--- config.mk ---
export PLATFORM = sky130hd
export DESIGN_NAME = ascan_top
export DESIGN_NICKNAME = d
export VERILOG_FILES = /design/src/rtl/ascan_pkg.sv /design/src/rtl/ascan_pick.sv /design/src/rtl/ascan_top.sv
export SDC_FILE = /design/constraint.sdc
export NUM_CORES = 1
export LEC_CHECK = 0
export ABC_CLOCK_PERIOD_IN_PS = 3800
export BUFFER_PORTS_ARGS = -buffer_cell sky130_fd_sc_hd__buf_2
export CELL_PAD_IN_SITES_DETAIL_PLACEMENT = 1
export CELL_PAD_IN_SITES_GLOBAL_PLACEMENT = 2
export CORE_ASPECT_RATIO = 1.25
export CORE_UTILIZATION = 30
export CTS_BUF_LIST = sky130_fd_sc_hd__clkbuf_4 sky130_fd_sc_hd__clkbuf_8 sky130_fd_sc_hd__clkbuf_16
export DETAILED_ROUTE_END_ITERATION = 7
export GPL_TIMING_DRIVEN = 0
export MAX_ROUTING_LAYER = met4
export PLACE_DENSITY = 0.82
export REMOVE_ABC_BUFFERS = 1
export SLEW_MARGIN = 20
export SYNTH_ARGS = -nofsm -noshare
export SYNTH_HDL_FRONTEND = slang
export SYNTH_SLANG_ARGS = --single-unit
--- constraint.sdc ---
create_clock -name aclk -period 3.8 [get_ports aclk]
set_input_delay 0.76 -clock aclk [delete_from_list [all_inputs] [get_ports aclk]]
set_output_delay 0.76 -clock aclk [all_outputs]
set_load 0.1 [all_outputs]
--- src/rtl/ascan_pkg.sv ---
package ascan_pkg;

   // ************************************************************
   // register map (byte addresses)
   // ************************************************************
   localparam logic [3:0]  ASCAN_OFS_LOW    = 4'h0;
   localparam logic [3:0]  ASCAN_OFS_HIGH   = 4'h4;
   localparam logic [3:0]  ASCAN_OFS_CTRL   = 4'h8;
   localparam logic [3:0]  ASCAN_OFS_STATUS = 4'hC;
   localparam int          ASCAN_ADDR_W     = 4;

   // ************************************************************
   // field layout and reset values
   // ************************************************************
   localparam int          ASCAN_LOW_W      = 32;
   localparam int          ASCAN_HIGH_W     = 19;
   localparam int          ASCAN_NSEL       = 51;
   localparam int          ASCAN_IDX_W      = 6;
   localparam int          ASCAN_CTRL_EN    = 0;
   localparam int          ASCAN_ST_VALID   = 8;
   localparam int          ASCAN_ST_SRC     = 9;
   localparam logic [31:0] ASCAN_LOW_RST    = 32'h0000_0000;
   localparam logic [18:0] ASCAN_HIGH_RST   = 19'h0_0000;

   // ************************************************************
   // internal source positions per package variant
   // ************************************************************
   localparam logic [5:0]  ASCAN_INT_BASE_64  = 6'h1C;
   localparam logic [5:0]  ASCAN_INT_BASE_100 = 6'h30;
   localparam int          ASCAN_EXT_64       = 28;
   localparam int          ASCAN_EXT_100      = 48;

   localparam logic [1:0]  ASCAN_RESP_OKAY   = 2'h0;
   localparam logic [1:0]  ASCAN_RESP_SLVERR = 2'h2;

   typedef enum logic [2:0] {
      ASCAN_SRC_PIN,
      ASCAN_SRC_BANDGAP,
      ASCAN_SRC_TEMP,
      ASCAN_SRC_CHARGE_TIME_UNIT,
      ASCAN_SRC_LOWREF
   } ascan_src_t;

endpackage

--- src/rtl/ascan_pick.sv ---
`timescale 1ns/10ps
module ascan_pick import ascan_pkg::*; #(
   parameter int N = ASCAN_NSEL
) (
   // selection
   input  wire logic [N-1:0]           mask,
   input  wire logic [ASCAN_IDX_W-1:0] cur,
   input  wire logic                   from_start,
   // result
   output logic      [ASCAN_IDX_W-1:0] nxt,
   output logic                        found,
   output logic                        wrapped
);

   logic [ASCAN_IDX_W-1:0] hi_idx;
   logic                   hi_found;

   // descending walk leaves the lowest hit in each result
   always_comb begin
      nxt      = '0;
      found    = 1'b0;
      hi_idx   = '0;
      hi_found = 1'b0;
      for (int i = N - 1; i >= 0; i--) begin
         if (mask[i]) begin
            nxt   = ASCAN_IDX_W'(i);
            found = 1'b1;
            if (from_start || ASCAN_IDX_W'(i) > cur) begin
               hi_idx   = ASCAN_IDX_W'(i);
               hi_found = 1'b1;
            end
         end
      end
      wrapped = found && !hi_found;
      if (hi_found) begin
         nxt = hi_idx;
      end
   end

endmodule

--- src/rtl/ascan_top.sv ---
//
// Contract
// - low mask bit x selects input x, 0-31
// - high mask bits 18-0 select inputs 32-50
// - cleared mask bit skips that input entirely
// - 64-pin: bits 28-30 pick internal sources
// - 100-pin: bits 48-50 pick internal sources
// - all bits writable; absent inputs convert low reference
// - high register bits 31-19 read zero
// - high mask only meaningful on 100-pin parts
//
// Register access over AXI4-Lite and the register offsets are this design's own decisions.
`timescale 1ns/10ps
module ascan_top import ascan_pkg::*; #(
   parameter bit PINS_100 = 1'b1,
   parameter int EXT_64   = ASCAN_EXT_64,
   parameter int EXT_100  = ASCAN_EXT_100
) (
   // clock and reset
   input  wire logic                    aclk,
   input  wire logic                    aresetn,
   // axi4-lite write address
   input  wire logic [ASCAN_ADDR_W-1:0] awaddr,
   input  wire logic [2:0]              awprot,
   input  wire logic                    awvalid,
   output logic                         awready,
   // axi4-lite write data
   input  wire logic [31:0]             wdata,
   input  wire logic [3:0]              wstrb,
   input  wire logic                    wvalid,
   output logic                         wready,
   // axi4-lite write response
   output logic [1:0]                   bresp,
   output logic                         bvalid,
   input  wire logic                    bready,
   // axi4-lite read
   input  wire logic [ASCAN_ADDR_W-1:0] araddr,
   input  wire logic [2:0]              arprot,
   input  wire logic                    arvalid,
   output logic                         arready,
   output logic [31:0]                  rdata,
   output logic [1:0]                   rresp,
   output logic                         rvalid,
   input  wire logic                    rready,
   // conversion engine
   input  wire logic                    conv_req,
   output logic [ASCAN_IDX_W-1:0]       scan_chan,
   output ascan_src_t                   scan_src,
   output logic                         scan_valid
);

   // ************************************************************
   // state
   // ************************************************************
   logic [ASCAN_LOW_W-1:0]  sel_low_q;
   logic [ASCAN_HIGH_W-1:0] sel_high_q;
   logic                    scan_en_q;
   logic                    started_q;
   logic [ASCAN_IDX_W-1:0]  chan_q;
   ascan_src_t              src_q;
   logic                    valid_q;
   logic                    awready_q, wready_q, bvalid_q, arready_q, rvalid_q;
   logic                    aw_have_q, w_have_q;
   logic [ASCAN_ADDR_W-1:0] waddr_q;
   logic [31:0]             wdata_q;
   logic [3:0]              wstrb_q;
   logic [1:0]              bresp_q, rresp_q;
   logic [31:0]             rdata_q;
   logic [ASCAN_NSEL-1:0]   eff_mask;
   logic [ASCAN_NSEL-1:0]   mask_seen_q;
   logic [ASCAN_IDX_W-1:0]  pick_nxt;
   logic                    pick_found;
   logic                    pick_wrap;
   logic                    do_write;
   logic                    scan_step;

   // ************************************************************
   // source routing per variant
   // ************************************************************
   function automatic ascan_src_t classify(input logic [ASCAN_IDX_W-1:0] idx);
      logic [ASCAN_IDX_W-1:0] base;
      int                     ext;
      base = PINS_100 ? ASCAN_INT_BASE_100 : ASCAN_INT_BASE_64;
      ext  = PINS_100 ? EXT_100 : EXT_64;
      if (idx == base) begin
         classify = ASCAN_SRC_BANDGAP;
      end else if (idx == base + 6'h1) begin
         classify = ASCAN_SRC_TEMP;
      end else if (idx == base + 6'h2) begin
         classify = ASCAN_SRC_CHARGE_TIME_UNIT;
      end else if (32'(idx) >= ext) begin
         classify = ASCAN_SRC_LOWREF;
      end else begin
         classify = ASCAN_SRC_PIN;
      end
   endfunction

   // small parts have no inputs behind the upper mask, so it is ignored there
   assign eff_mask = {(PINS_100 ? sel_high_q : ASCAN_HIGH_RST), sel_low_q};

   ascan_pick #(
      .N          (ASCAN_NSEL)
   ) u_pick (
      .mask       (eff_mask),
      .cur        (chan_q),
      .from_start (!started_q),
      .nxt        (pick_nxt),
      .found      (pick_found),
      .wrapped    (pick_wrap)
   );

   // ************************************************************
   // axi4-lite write channel
   // ************************************************************
   assign do_write = aw_have_q && w_have_q && !bvalid_q;

   always_ff @(posedge aclk) begin
      if (!aresetn) begin
         awready_q <= 1'b0;
         wready_q  <= 1'b0;
         aw_have_q <= 1'b0;
         w_have_q  <= 1'b0;
         bvalid_q  <= 1'b0;
         bresp_q   <= ASCAN_RESP_OKAY;
         waddr_q   <= '0;
         wdata_q   <= '0;
         wstrb_q   <= '0;
      end else begin
         awready_q <= !aw_have_q && !(awvalid && awready_q) && !bvalid_q;
         wready_q  <= !w_have_q && !(wvalid && wready_q) && !bvalid_q;
         if (awvalid && awready_q) begin
            aw_have_q <= 1'b1;
            waddr_q   <= awaddr;
         end
         if (wvalid && wready_q) begin
            w_have_q <= 1'b1;
            wdata_q  <= wdata;
            wstrb_q  <= wstrb;
         end
         if (do_write) begin
            bvalid_q <= 1'b1;
            bresp_q  <= (waddr_q == ASCAN_OFS_STATUS || waddr_q[1:0] != 2'h0) ?
                        ASCAN_RESP_SLVERR : ASCAN_RESP_OKAY;
         end else if (bvalid_q && bready) begin
            bvalid_q  <= 1'b0;
            aw_have_q <= 1'b0;
            w_have_q  <= 1'b0;
         end
      end
   end

   // mask registers, written lane by lane
   always_ff @(posedge aclk) begin
      if (!aresetn) begin
         sel_low_q  <= ASCAN_LOW_RST;
         sel_high_q <= ASCAN_HIGH_RST;
         scan_en_q  <= 1'b0;
      end else if (do_write) begin
         for (int b = 0; b < 4; b++) begin
            if (wstrb_q[b] && waddr_q == ASCAN_OFS_LOW) begin
               sel_low_q[b*8 +: 8] <= wdata_q[b*8 +: 8];
            end
         end
         if (waddr_q == ASCAN_OFS_HIGH) begin
            // only 19 bits exist; lane 3 and bits 23-19 of lane 2 are dropped
            if (wstrb_q[0]) sel_high_q[7:0]   <= wdata_q[7:0];
            if (wstrb_q[1]) sel_high_q[15:8]  <= wdata_q[15:8];
            if (wstrb_q[2]) sel_high_q[18:16] <= wdata_q[18:16];
         end
         if (waddr_q == ASCAN_OFS_CTRL && wstrb_q[0]) begin
            scan_en_q <= wdata_q[ASCAN_CTRL_EN];
         end
      end
   end

   // ************************************************************
   // axi4-lite read channel
   // ************************************************************
   always_ff @(posedge aclk) begin
      if (!aresetn) begin
         arready_q <= 1'b0;
         rvalid_q  <= 1'b0;
         rdata_q   <= '0;
         rresp_q   <= ASCAN_RESP_OKAY;
      end else begin
         arready_q <= !rvalid_q && !(arvalid && arready_q);
         if (arvalid && arready_q) begin
            rvalid_q <= 1'b1;
            rresp_q  <= ASCAN_RESP_OKAY;
            unique case (araddr)
               ASCAN_OFS_LOW: begin
                  rdata_q <= sel_low_q;
               end
               ASCAN_OFS_HIGH: begin
                  rdata_q <= {13'h0000, sel_high_q};
               end
               ASCAN_OFS_CTRL: begin
                  rdata_q <= {31'h0000_0000, scan_en_q};
               end
               ASCAN_OFS_STATUS: begin
                  rdata_q <= {20'h0_0000, src_q, valid_q, 2'h0, chan_q};
               end
               default: begin
                  rdata_q <= 32'h0000_0000;
                  rresp_q <= ASCAN_RESP_SLVERR;
               end
            endcase
         end else if (rvalid_q && rready) begin
            rvalid_q <= 1'b0;
         end
      end
   end

   // ************************************************************
   // scan sequencer
   // ************************************************************
   assign scan_step = conv_req && scan_en_q;

   always_ff @(posedge aclk) begin
      if (!aresetn) begin
         started_q <= 1'b0;
         chan_q    <= '0;
         src_q     <= ASCAN_SRC_PIN;
         valid_q   <= 1'b0;
      end else if (!scan_en_q) begin
         // disabling restarts the walk from the lowest input
         started_q <= 1'b0;
         valid_q   <= 1'b0;
      end else if (scan_step) begin
         if (pick_found) begin
            chan_q    <= pick_nxt;
            src_q     <= classify(pick_nxt);
            valid_q   <= 1'b1;
            started_q <= 1'b1;
         end else begin
            valid_q <= 1'b0;
         end
      end
   end

   always_ff @(posedge aclk) begin
      mask_seen_q <= eff_mask;
   end

   assign awready    = awready_q;
   assign wready     = wready_q;
   assign bvalid     = bvalid_q;
   assign bresp      = bresp_q;
   assign arready    = arready_q;
   assign rvalid     = rvalid_q;
   assign rdata      = rdata_q;
   assign rresp      = rresp_q;
   assign scan_chan  = chan_q;
   assign scan_src   = src_q;
   assign scan_valid = valid_q;

   // ************************************************************
   // checks
   // ************************************************************
   sel_low_hit_a: assert property (@(posedge aclk) disable iff (!aresetn)
      scan_step && pick_found && pick_nxt < 6'h20 |=> valid_q && mask_seen_q[chan_q])
      else $error("scanned low input not selected");

   sel_high_hit_a: assert property (@(posedge aclk) disable iff (!aresetn)
      scan_step && pick_found && pick_nxt >= 6'h20
      |=> valid_q && chan_q <= 6'h32 && mask_seen_q[chan_q])
      else $error("scanned high input not selected");

   skip_empty_a: assert property (@(posedge aclk) disable iff (!aresetn)
      scan_step && eff_mask == '0 |=> !valid_q)
      else $error("conversion issued with empty mask");

   int_src_64_a: assert property (@(posedge aclk) disable iff (!aresetn)
      !PINS_100 && valid_q && chan_q == 6'h1D |-> src_q == ASCAN_SRC_TEMP)
      else $error("64-pin temperature diode misrouted");

   int_src_100_a: assert property (@(posedge aclk) disable iff (!aresetn)
      PINS_100 && valid_q && chan_q == 6'h32 |-> src_q == ASCAN_SRC_CHARGE_TIME_UNIT)
      else $error("100-pin charge-time input misrouted");

   low_ref_a: assert property (@(posedge aclk) disable iff (!aresetn)
      valid_q && chan_q == 6'h1F && !PINS_100 |-> src_q == ASCAN_SRC_LOWREF)
      else $error("absent input not on low reference");

   high_rsvd_a: assert property (@(posedge aclk) disable iff (!aresetn)
      arvalid && arready_q && araddr == ASCAN_OFS_HIGH |=> rvalid_q && rdata_q[31:19] == '0)
      else $error("reserved high bits read nonzero");

   small_part_a: assert property (@(posedge aclk) disable iff (!aresetn)
      !PINS_100 && valid_q |-> chan_q < 6'h20)
      else $error("upper mask used on small part");

   order_up_a: assert property (@(posedge aclk) disable iff (!aresetn)
      scan_step && started_q && pick_found && !pick_wrap |=> chan_q > $past(chan_q))
      else $error("scan order not ascending");

endmodule

; ---- After elaboration in Yosys (flattened, before gate mapping)
; Cells that the tools add are included.
[classes]
n_eq_ne = 9
order_cmp = 52
muxes = 325
n_reduce_logical = 95
[op_table]
columns = op, n
row1 = 2-to-1 mux 6 bit, 154
row2 = 2-to-1 mux 1 bit, 164
row3 = case mux 32 bit (4 select lines), 1
row4 = "greater-than comparator 6 bit, first input constant", 19
row5 = "greater-than comparator 5 x 6 -> 1 bit, first input constant", 16
row6 = logical OR 1 bit, 52
row7 = "greater-than comparator 4 x 6 -> 1 bit, first input constant", 8
row8 = "greater-than comparator 3 x 6 -> 1 bit, first input constant", 4
row9 = "equality test 6 bit, second input constant", 3
row10 = logical AND 1 bit, 18
row11 = "equality test 4 bit, second input constant", 4
row12 = AND reduction 2 bit, 7
row13 = "greater-than comparator 1 x 6 -> 1 bit, first input constant", 2
row14 = "greater-than comparator 2 x 6 -> 1 bit, first input constant", 2
row15 = 2-to-1 mux 3 bit, 4
row16 = AND reduction 3 bit, 4
row17 = "equality test 4 x 3 -> 1 bit, second input constant", 2
row18 = zero test 1 bit, 8
row19 = zero test 4 bit, 2
row20 = ">= comparator 6 bit, second input constant", 1
row21 = nonzero test 2 bit, 3
row22 = 2-to-1 mux 2 bit, 2
row23 = OR reduction 4 bit, 1
[totals]
output_inout_bits = 51
regBits = 146
inputBits = 58
elab_cells = 506

; ---- Longest topological paths before layout
[depth]
depth_word = 110
ltp_mapped = 12
mapped_depth_nobuf = 9

; ---- By module
; From an unflattened synthesis, not the netlist that was laid out.
[hier_totals]
hier_cells = 1025
hier_area_um2 = 8127.8
[by_module_without_submodules]
columns = mod, cells_each, n_inst, seq_area_each_um2, area_per_inst_um2
row1 = ascan_top, 609, 1, 2882.8, 5617.9
row2 = ascan_pick, 416, 1, 0.0, 2509.9

; ---- Worst setup path after synthesis
; Ideal clock, no wire load.
[synth_timing]
kind = reg2reg
from = register chan_q[5] (netlist: scan_chan[5])
to = register chan_q[0] (netlist: scan_chan[0])
setup_time_ps = 79
path_stages_with_launch = 12
t_arrival_ps = 3072
required_ps = 3721
period_less_slack_ps = 3152
path_slack_ps = 648
path_buffers = 2
path_cell_list = dfxtp_1 buf_4 buf_6 nand3_1 a2111oi_2 o221ai_1 nor3_2 nand3b_1 nor3_4 o21ai_2 o22a_1 a211oi_2
[synth_between]
elab_chain_len = 105
elab_cells_between_ends = 305
classes_between = order compare (51) / mux (203) / reduce/logical (51)
[synth_lines]
columns = item, line
row1 = start: declaration, ascan_top.sv:59  ; logic [ASCAN_IDX_W-1:0] chan_q;
row2 = start signal: assignment, ascan_top.sv:231  ; chan_q <= pick_nxt;
row3 = greater-than comparator 6 bit, ascan_pick.sv:28  ; if (from_start || ASCAN_IDX_W'(i) > cur) begin
row4 = logical OR 1 bit, ascan_pick.sv:28
row5 = 2-to-1 mux 1 bit, ascan_pick.sv:28
row6 = 2-to-1 mux 1 bit, ascan_pick.sv:25  ; if (mask[i]) begin
row7 = 2-to-1 mux 1 bit, ascan_pick.sv:28
row8 = 2-to-1 mux 1 bit, ascan_pick.sv:25
row9 = 2-to-1 mux 1 bit, ascan_pick.sv:28
row10 = 2-to-1 mux 1 bit, ascan_pick.sv:25
row11 = [... 89 more ...], --
row12 = 2-to-1 mux 1 bit, ascan_pick.sv:25
row13 = 2-to-1 mux 1 bit, ascan_pick.sv:28
row14 = 2-to-1 mux 1 bit, ascan_pick.sv:25
row15 = 2-to-1 mux 1 bit, ascan_pick.sv:28
row16 = 2-to-1 mux 1 bit, ascan_pick.sv:25
row17 = 2-to-1 mux 1 bit, ascan_pick.sv:28
row18 = 2-to-1 mux 1 bit, ascan_pick.sv:25
row19 = 2-to-1 mux 6 bit (*), ascan_pick.sv:35  ; if (hi_found) begin
; Every way passes the cells marked *; elsewhere a longest branch is shown, timed or not.
; A chain may end at the register's enable or synchronous reset.

; ---- Worst setup path after layout
; Ends and elaborated chain as after synthesis.

==> results_tabular.tex <==
\begin{tabular}{lr}
\hline
Metric & Value \\
\hline
\multicolumn{2}{l}{\textbf{CTS}} \\
Hold bufs inserted after CTS & 0 \\
Sinks on the clock net & 144 \\
Clock root buffer & sky130\_fd\_sc\_hd\_\_clkbuf\_16 \\
Clock tree buffer depth & 2 \\
Clock tree from TritonCTS & built \\
Clock buffer count from CTS & 17 \\
CTS clk-pin slew, worst paths & 60 ps \\
H-tree Lvls & 4 \\
Clock latency reported for the late side of the worst-skew pair & 430 ps \\
\multicolumn{2}{l}{\textbf{Layout}} \\
Layout fillers & 3,124 \\
Number of diodes & 0 \\
Area growth, synth to finish & 16.4\% \\
Net count of the finished layout & 1,132 \\
Share of layout cells above drive strength 1 & 15.7\% \\
\multicolumn{2}{l}{\textbf{Global routing}} \\
Combined global-route utilization of all metal layers & 22.5\% \\
Largest net degree at the start of global routing & 73 \\
Leftover overflow at the end of global routing & 0 \\
Antenna violations before repair & 0 \\
Number of global-route vias before repair & 7,877 \\
Global-route wire length before repair & 45.2 mm \\
\multicolumn{2}{l}{\textbf{Power and ir drop}} \\
Static Leak & 0.00351 uW \\
Areal power density over the cells & 386 nW/um2 \\
Overall Power & 3520 uW \\
Max rail drop VDD & 0.306 mV \\
\multicolumn{2}{l}{\textbf{Logic synthesis}} \\
Dominant synthesized flop cell & sky130\_fd\_sc\_hd\_\_dfxtp\_1 \\
Part of the Yosys area used for sequential elements & 36.9\% \\
Post-Synthesis Mean Instance Area & 7.58 um2 \\
Number of synthesized register bits & 144 \\
Most instantiated library cell after synthesis & sky130\_fd\_sc\_hd\_\_nand2\_1 \\
Top post-synthesis cells by area & sky130\_fd\_sc\_hd\_\_dfxtp\_1 37\%, sky130\_fd\_sc\_hd\_\_nand2\_1 7.7\%, sky130\_fd\_sc\_hd\_\_a21oi\_1 7.7\%, sky130\_fd\_sc\_hd\_\_mux2i\_1 4.9\%, sky130\_fd\_sc\_hd\_\_nor2\_1 4.4\% \\
Cell variety after synth & 79 \\
Leading cell types by count after synthesis & 161 x sky130\_fd\_sc\_hd\_\_nand2\_1, 144 x sky130\_fd\_sc\_hd\_\_dfxtp\_1, 120 x sky130\_fd\_sc\_hd\_\_a21oi\_1, 91 x sky130\_fd\_sc\_hd\_\_nor2\_1, 58 x sky130\_fd\_sc\_hd\_\_o21ai\_0 \\
Post-synth top area share & 36.9\% \\
Warning count from the yosys run & 0 \\
Cells after Synth & 1,032 \\
Async SR Flop Fraction & 0\% \\
Post-synth top area cell & sky130\_fd\_sc\_hd\_\_dfxtp\_1 \\
Post-synth design cell area & 7820 um2 \\
EDFF count, synth & 0 \\
\multicolumn{2}{l}{\textbf{STA}} \\
Final hold vios & 0 \\
Worst-margin pin slew & 1110 ps \\
RSZ-0062 raised after global routing & no \\
Final count of pins violating max slew & 0 \\
Worst hold slack across all endpoints & 442 ps \\
Worst clock skew on the final layout & 9.57 ps \\
Final cycle utilization of the critical path & 92.7\% \\
Total setup violations reported at the end of the flow & 0 \\
Aggregate negative setup slack & 0 ps \\
Minimum clock period & 3520 ps \\
Worst relative slew slack & 25.5\% \\
Maximum clock frequency & 284 MHz \\
\multicolumn{2}{l}{\textbf{Floorplan}} \\
Die width & 146 um \\
Std-Cell Core Area & 25,500 um2 \\
Effective utilization at floorplan & 30.7\% \\
I/O pin cnt & 109 \\
Standard-cell row count & 65 \\
Full die area & 26,700 um2 \\
Die height & 183 um \\
\multicolumn{2}{l}{\textbf{Hold path}} \\
Sink of the worst hold path & arready\$\_SDFF\_PN0\_ \\
Hold path start & rvalid\$\_SDFFE\_PN0P\_ \\
Cell depth of the worst min-delay path & 1 \\
Hold WC Path Type & reg -> reg \\
\multicolumn{2}{l}{\textbf{Worst setup path}} \\
Worst R2R Start & scan\_chan[5]\$\_SDFFE\_PN0P\_ \\
Slowest stage cell on the critical path & sky130\_fd\_sc\_hd\_\_dfxtp\_2 \\
Path type of the worst setup path & reg -> reg \\
Worst R2R End & scan\_chan[0]\$\_SDFFE\_PN0P\_ \\
Worst setup slack for register-to-register paths & 280 ps \\
Source of the critical timing path & scan\_chan[5]\$\_SDFFE\_PN0P\_ \\
Worst Setup Start Kind & flop \\
Kind of end point of the critical path & flop \\
Maximum fanout along the worst path & 36 \\
Longest individual stage delay on the worst path & 860 ps \\
Arrival time reported for the critical path endpoint & 3870 ps \\
Cells along the critical path & nand2\_2, o21ai\_0, o311ai\_0, nor2b\_1, nand3b\_1, nor3\_4, o21ai\_2, o22a\_1, a211oi\_2 \\
Worst R2R Path Depth & 9 \\
Required time at the worst-slack endpoint & 4150 ps \\
\multicolumn{2}{l}{\textbf{Routing}} \\
Via count normalized by instance count & 5.65 \\
DRC errors left & 0 \\
Routed wire per std cell & 20.4 um \\
Drt total wl & 29.0 mm \\
Router iterations before antenna repair & 5 \\
Vias after detailed routing & 8,023 \\
Number of routed nets with antenna violations & 0 \\
DRC marker count from the first detailed-route iteration & 499 \\
\multicolumn{2}{l}{\textbf{Status}} \\
Result of the run & completed \\
\multicolumn{2}{l}{\textbf{Flow run}} \\
Max-cap violations & 0 \\
\multicolumn{2}{l}{\textbf{Placed design}} \\
Post-DP HPWL & 20.8 mm \\
Gp weighted congestion & 0.933 \\
Port Buffer Count & 100 \\
\hline
\end{tabular}
-- critical path, delay by kind of cell, from the launching register on --
family	cells	cell delay, ps
DFF	1	860
AOI/OAI and AO/OA	5	1290
and+or+nand+nor	4	1270
-- flip-flops by register name (all words and copies together), names as in the netlist, 3 cells and up --
register    flops
rdata          32
scan_chan       6
scan_src        3
sel_high_q     19
sel_low_q      32
waddr_q         4
wdata_q        32
wstrb_q         4
-- cell families (layout without fill, tap and decap cells) --
family          Yosys count  after routing  share of synthesized area, %
simple gates            428            428                          26.4
compound gates          319            319                          25.9
flops                   144            144                          36.9
buf+inv                 102            155                          5.97
mux                      38             38                          4.86
other cells               1              2                        0.0479
-- stage by stage --
| step | std cells | cell area [um2] | setup slack [ps] | util (%) |
|---|---|---|---|---|
| 2_1_floorplan | 950 | 7430 | -172 | - |
| 3_3_place_gp | 1385 | 8350 | -2280 | 32.8 |
| 3_5_place_dp | 1390 | 8480 | 122 | 33.3 |
| 4_1_cts | 1421 | 9100 | 71.5 | 35.8 |
| 5_1_grt | 1421 | 9100 | 57.6 | 35.8 |
| 6_report | 1421 | 9100 | 277 | 35.8 |
-- final cells by class --
cell class,count,area [um2],area share (%)
Multi-Input combinational cell,787,4510,49.6
Sequential cell,144,2890,31.8
Timing Repair Buffer,105,583,6.40
Clock buffer,20,460,5.06
Tap cell,335,419,4.60
Clock inverter,11,163,1.79
Inverter,19,73.8,0.811
-- layer usage --
layer,track usage (%),up-vias,routed length [um]
li1,-,3824,-
met1,26.9,3918,12400
met2,37.5,224,14300
met3,3.30,57,1310
met4,9.67,0,1020
met5,-,-,0
-- layout by cell type, fill, tap and decap left out, types with 4 or more instances in the layout --
| cell | Yosys | layout |
|---|---|---|
| sky130_fd_sc_hd__o211a_1 | 5 | 5 |
| sky130_fd_sc_hd__mux2i_1 | 38 | 38 |
| sky130_fd_sc_hd__nor2b_1 | 9 | 8 |
| sky130_fd_sc_hd__a21oi_1 | 120 | 119 |
| sky130_fd_sc_hd__bufinv_16 | 0 | 4 |
| sky130_fd_sc_hd__or4_1 | 7 | 7 |
| sky130_fd_sc_hd__nor3_1 | 20 | 20 |
| sky130_fd_sc_hd__and3_1 | 5 | 5 |
| sky130_fd_sc_hd__a21boi_0 | 5 | 5 |
| sky130_fd_sc_hd__nand3b_1 | 5 | 5 |
| sky130_fd_sc_hd__clkinv_2 | 0 | 5 |
| sky130_fd_sc_hd__nor4_1 | 21 | 20 |
| sky130_fd_sc_hd__inv_1 | 19 | 18 |
| sky130_fd_sc_hd__a22o_1 | 13 | 13 |
| sky130_fd_sc_hd__a211oi_1 | 12 | 12 |
| sky130_fd_sc_hd__buf_2 | 13 | 101 |
| sky130_fd_sc_hd__nor2_1 | 91 | 91 |
| sky130_fd_sc_hd__o22ai_1 | 7 | 7 |
| sky130_fd_sc_hd__o31ai_1 | 10 | 10 |
| sky130_fd_sc_hd__dfxtp_1 | 144 | 137 |
| sky130_fd_sc_hd__nand4_1 | 9 | 9 |
| sky130_fd_sc_hd__a22oi_1 | 13 | 13 |
| sky130_fd_sc_hd__nand3_1 | 48 | 48 |
| sky130_fd_sc_hd__clkbuf_16 | 0 | 17 |
| sky130_fd_sc_hd__a31oi_1 | 7 | 7 |
| sky130_fd_sc_hd__o221ai_1 | 7 | 7 |
| sky130_fd_sc_hd__nand2_1 | 161 | 159 |
| sky130_fd_sc_hd__nand2b_1 | 10 | 10 |
| sky130_fd_sc_hd__dfxtp_2 | 0 | 7 |
| sky130_fd_sc_hd__o211ai_1 | 11 | 11 |
| sky130_fd_sc_hd__a21o_1 | 7 | 7 |
| sky130_fd_sc_hd__o21ai_0 | 58 | 58 |
| sky130_fd_sc_hd__or2_2 | 5 | 5 |
| sky130_fd_sc_hd__o21ai_1 | 4 | 4 |
| sky130_fd_sc_hd__and2_1 | 11 | 10 |
-- report_power, final --
group / internal (uW) / switching [uW] / total (uW)
Sequential: 1540 / 26.5 / 1560
Clock: 1130 / 632 / 1760
Combinational: 55.9 / 135 / 191
-- what timing repair did --
action	CTS	global route
setup buffers	0	0
gates resized for setup	0	1
endpoints found under the setup margin	0	3
-- worst max path at each step --
stage / to / slack (ps) / cells after the start
final: scan_chan[0]$_SDFFE_PN0P_ / 280 / 9
after CTS: scan_chan[0]$_SDFFE_PN0P_ / 70 / 9
after global placement: rdata[30]$_SDFFE_PN0P_ / -2280 / 4
after floorplan: scan_chan[0]$_SDFFE_PN0P_ / -170 / 9
after detailed placement: scan_chan[0]$_SDFFE_PN0P_ / 120 / 9
after global routing: scan_chan[0]$_SDFFE_PN0P_ / 60 / 9
(Power assumes the default switching activity.)
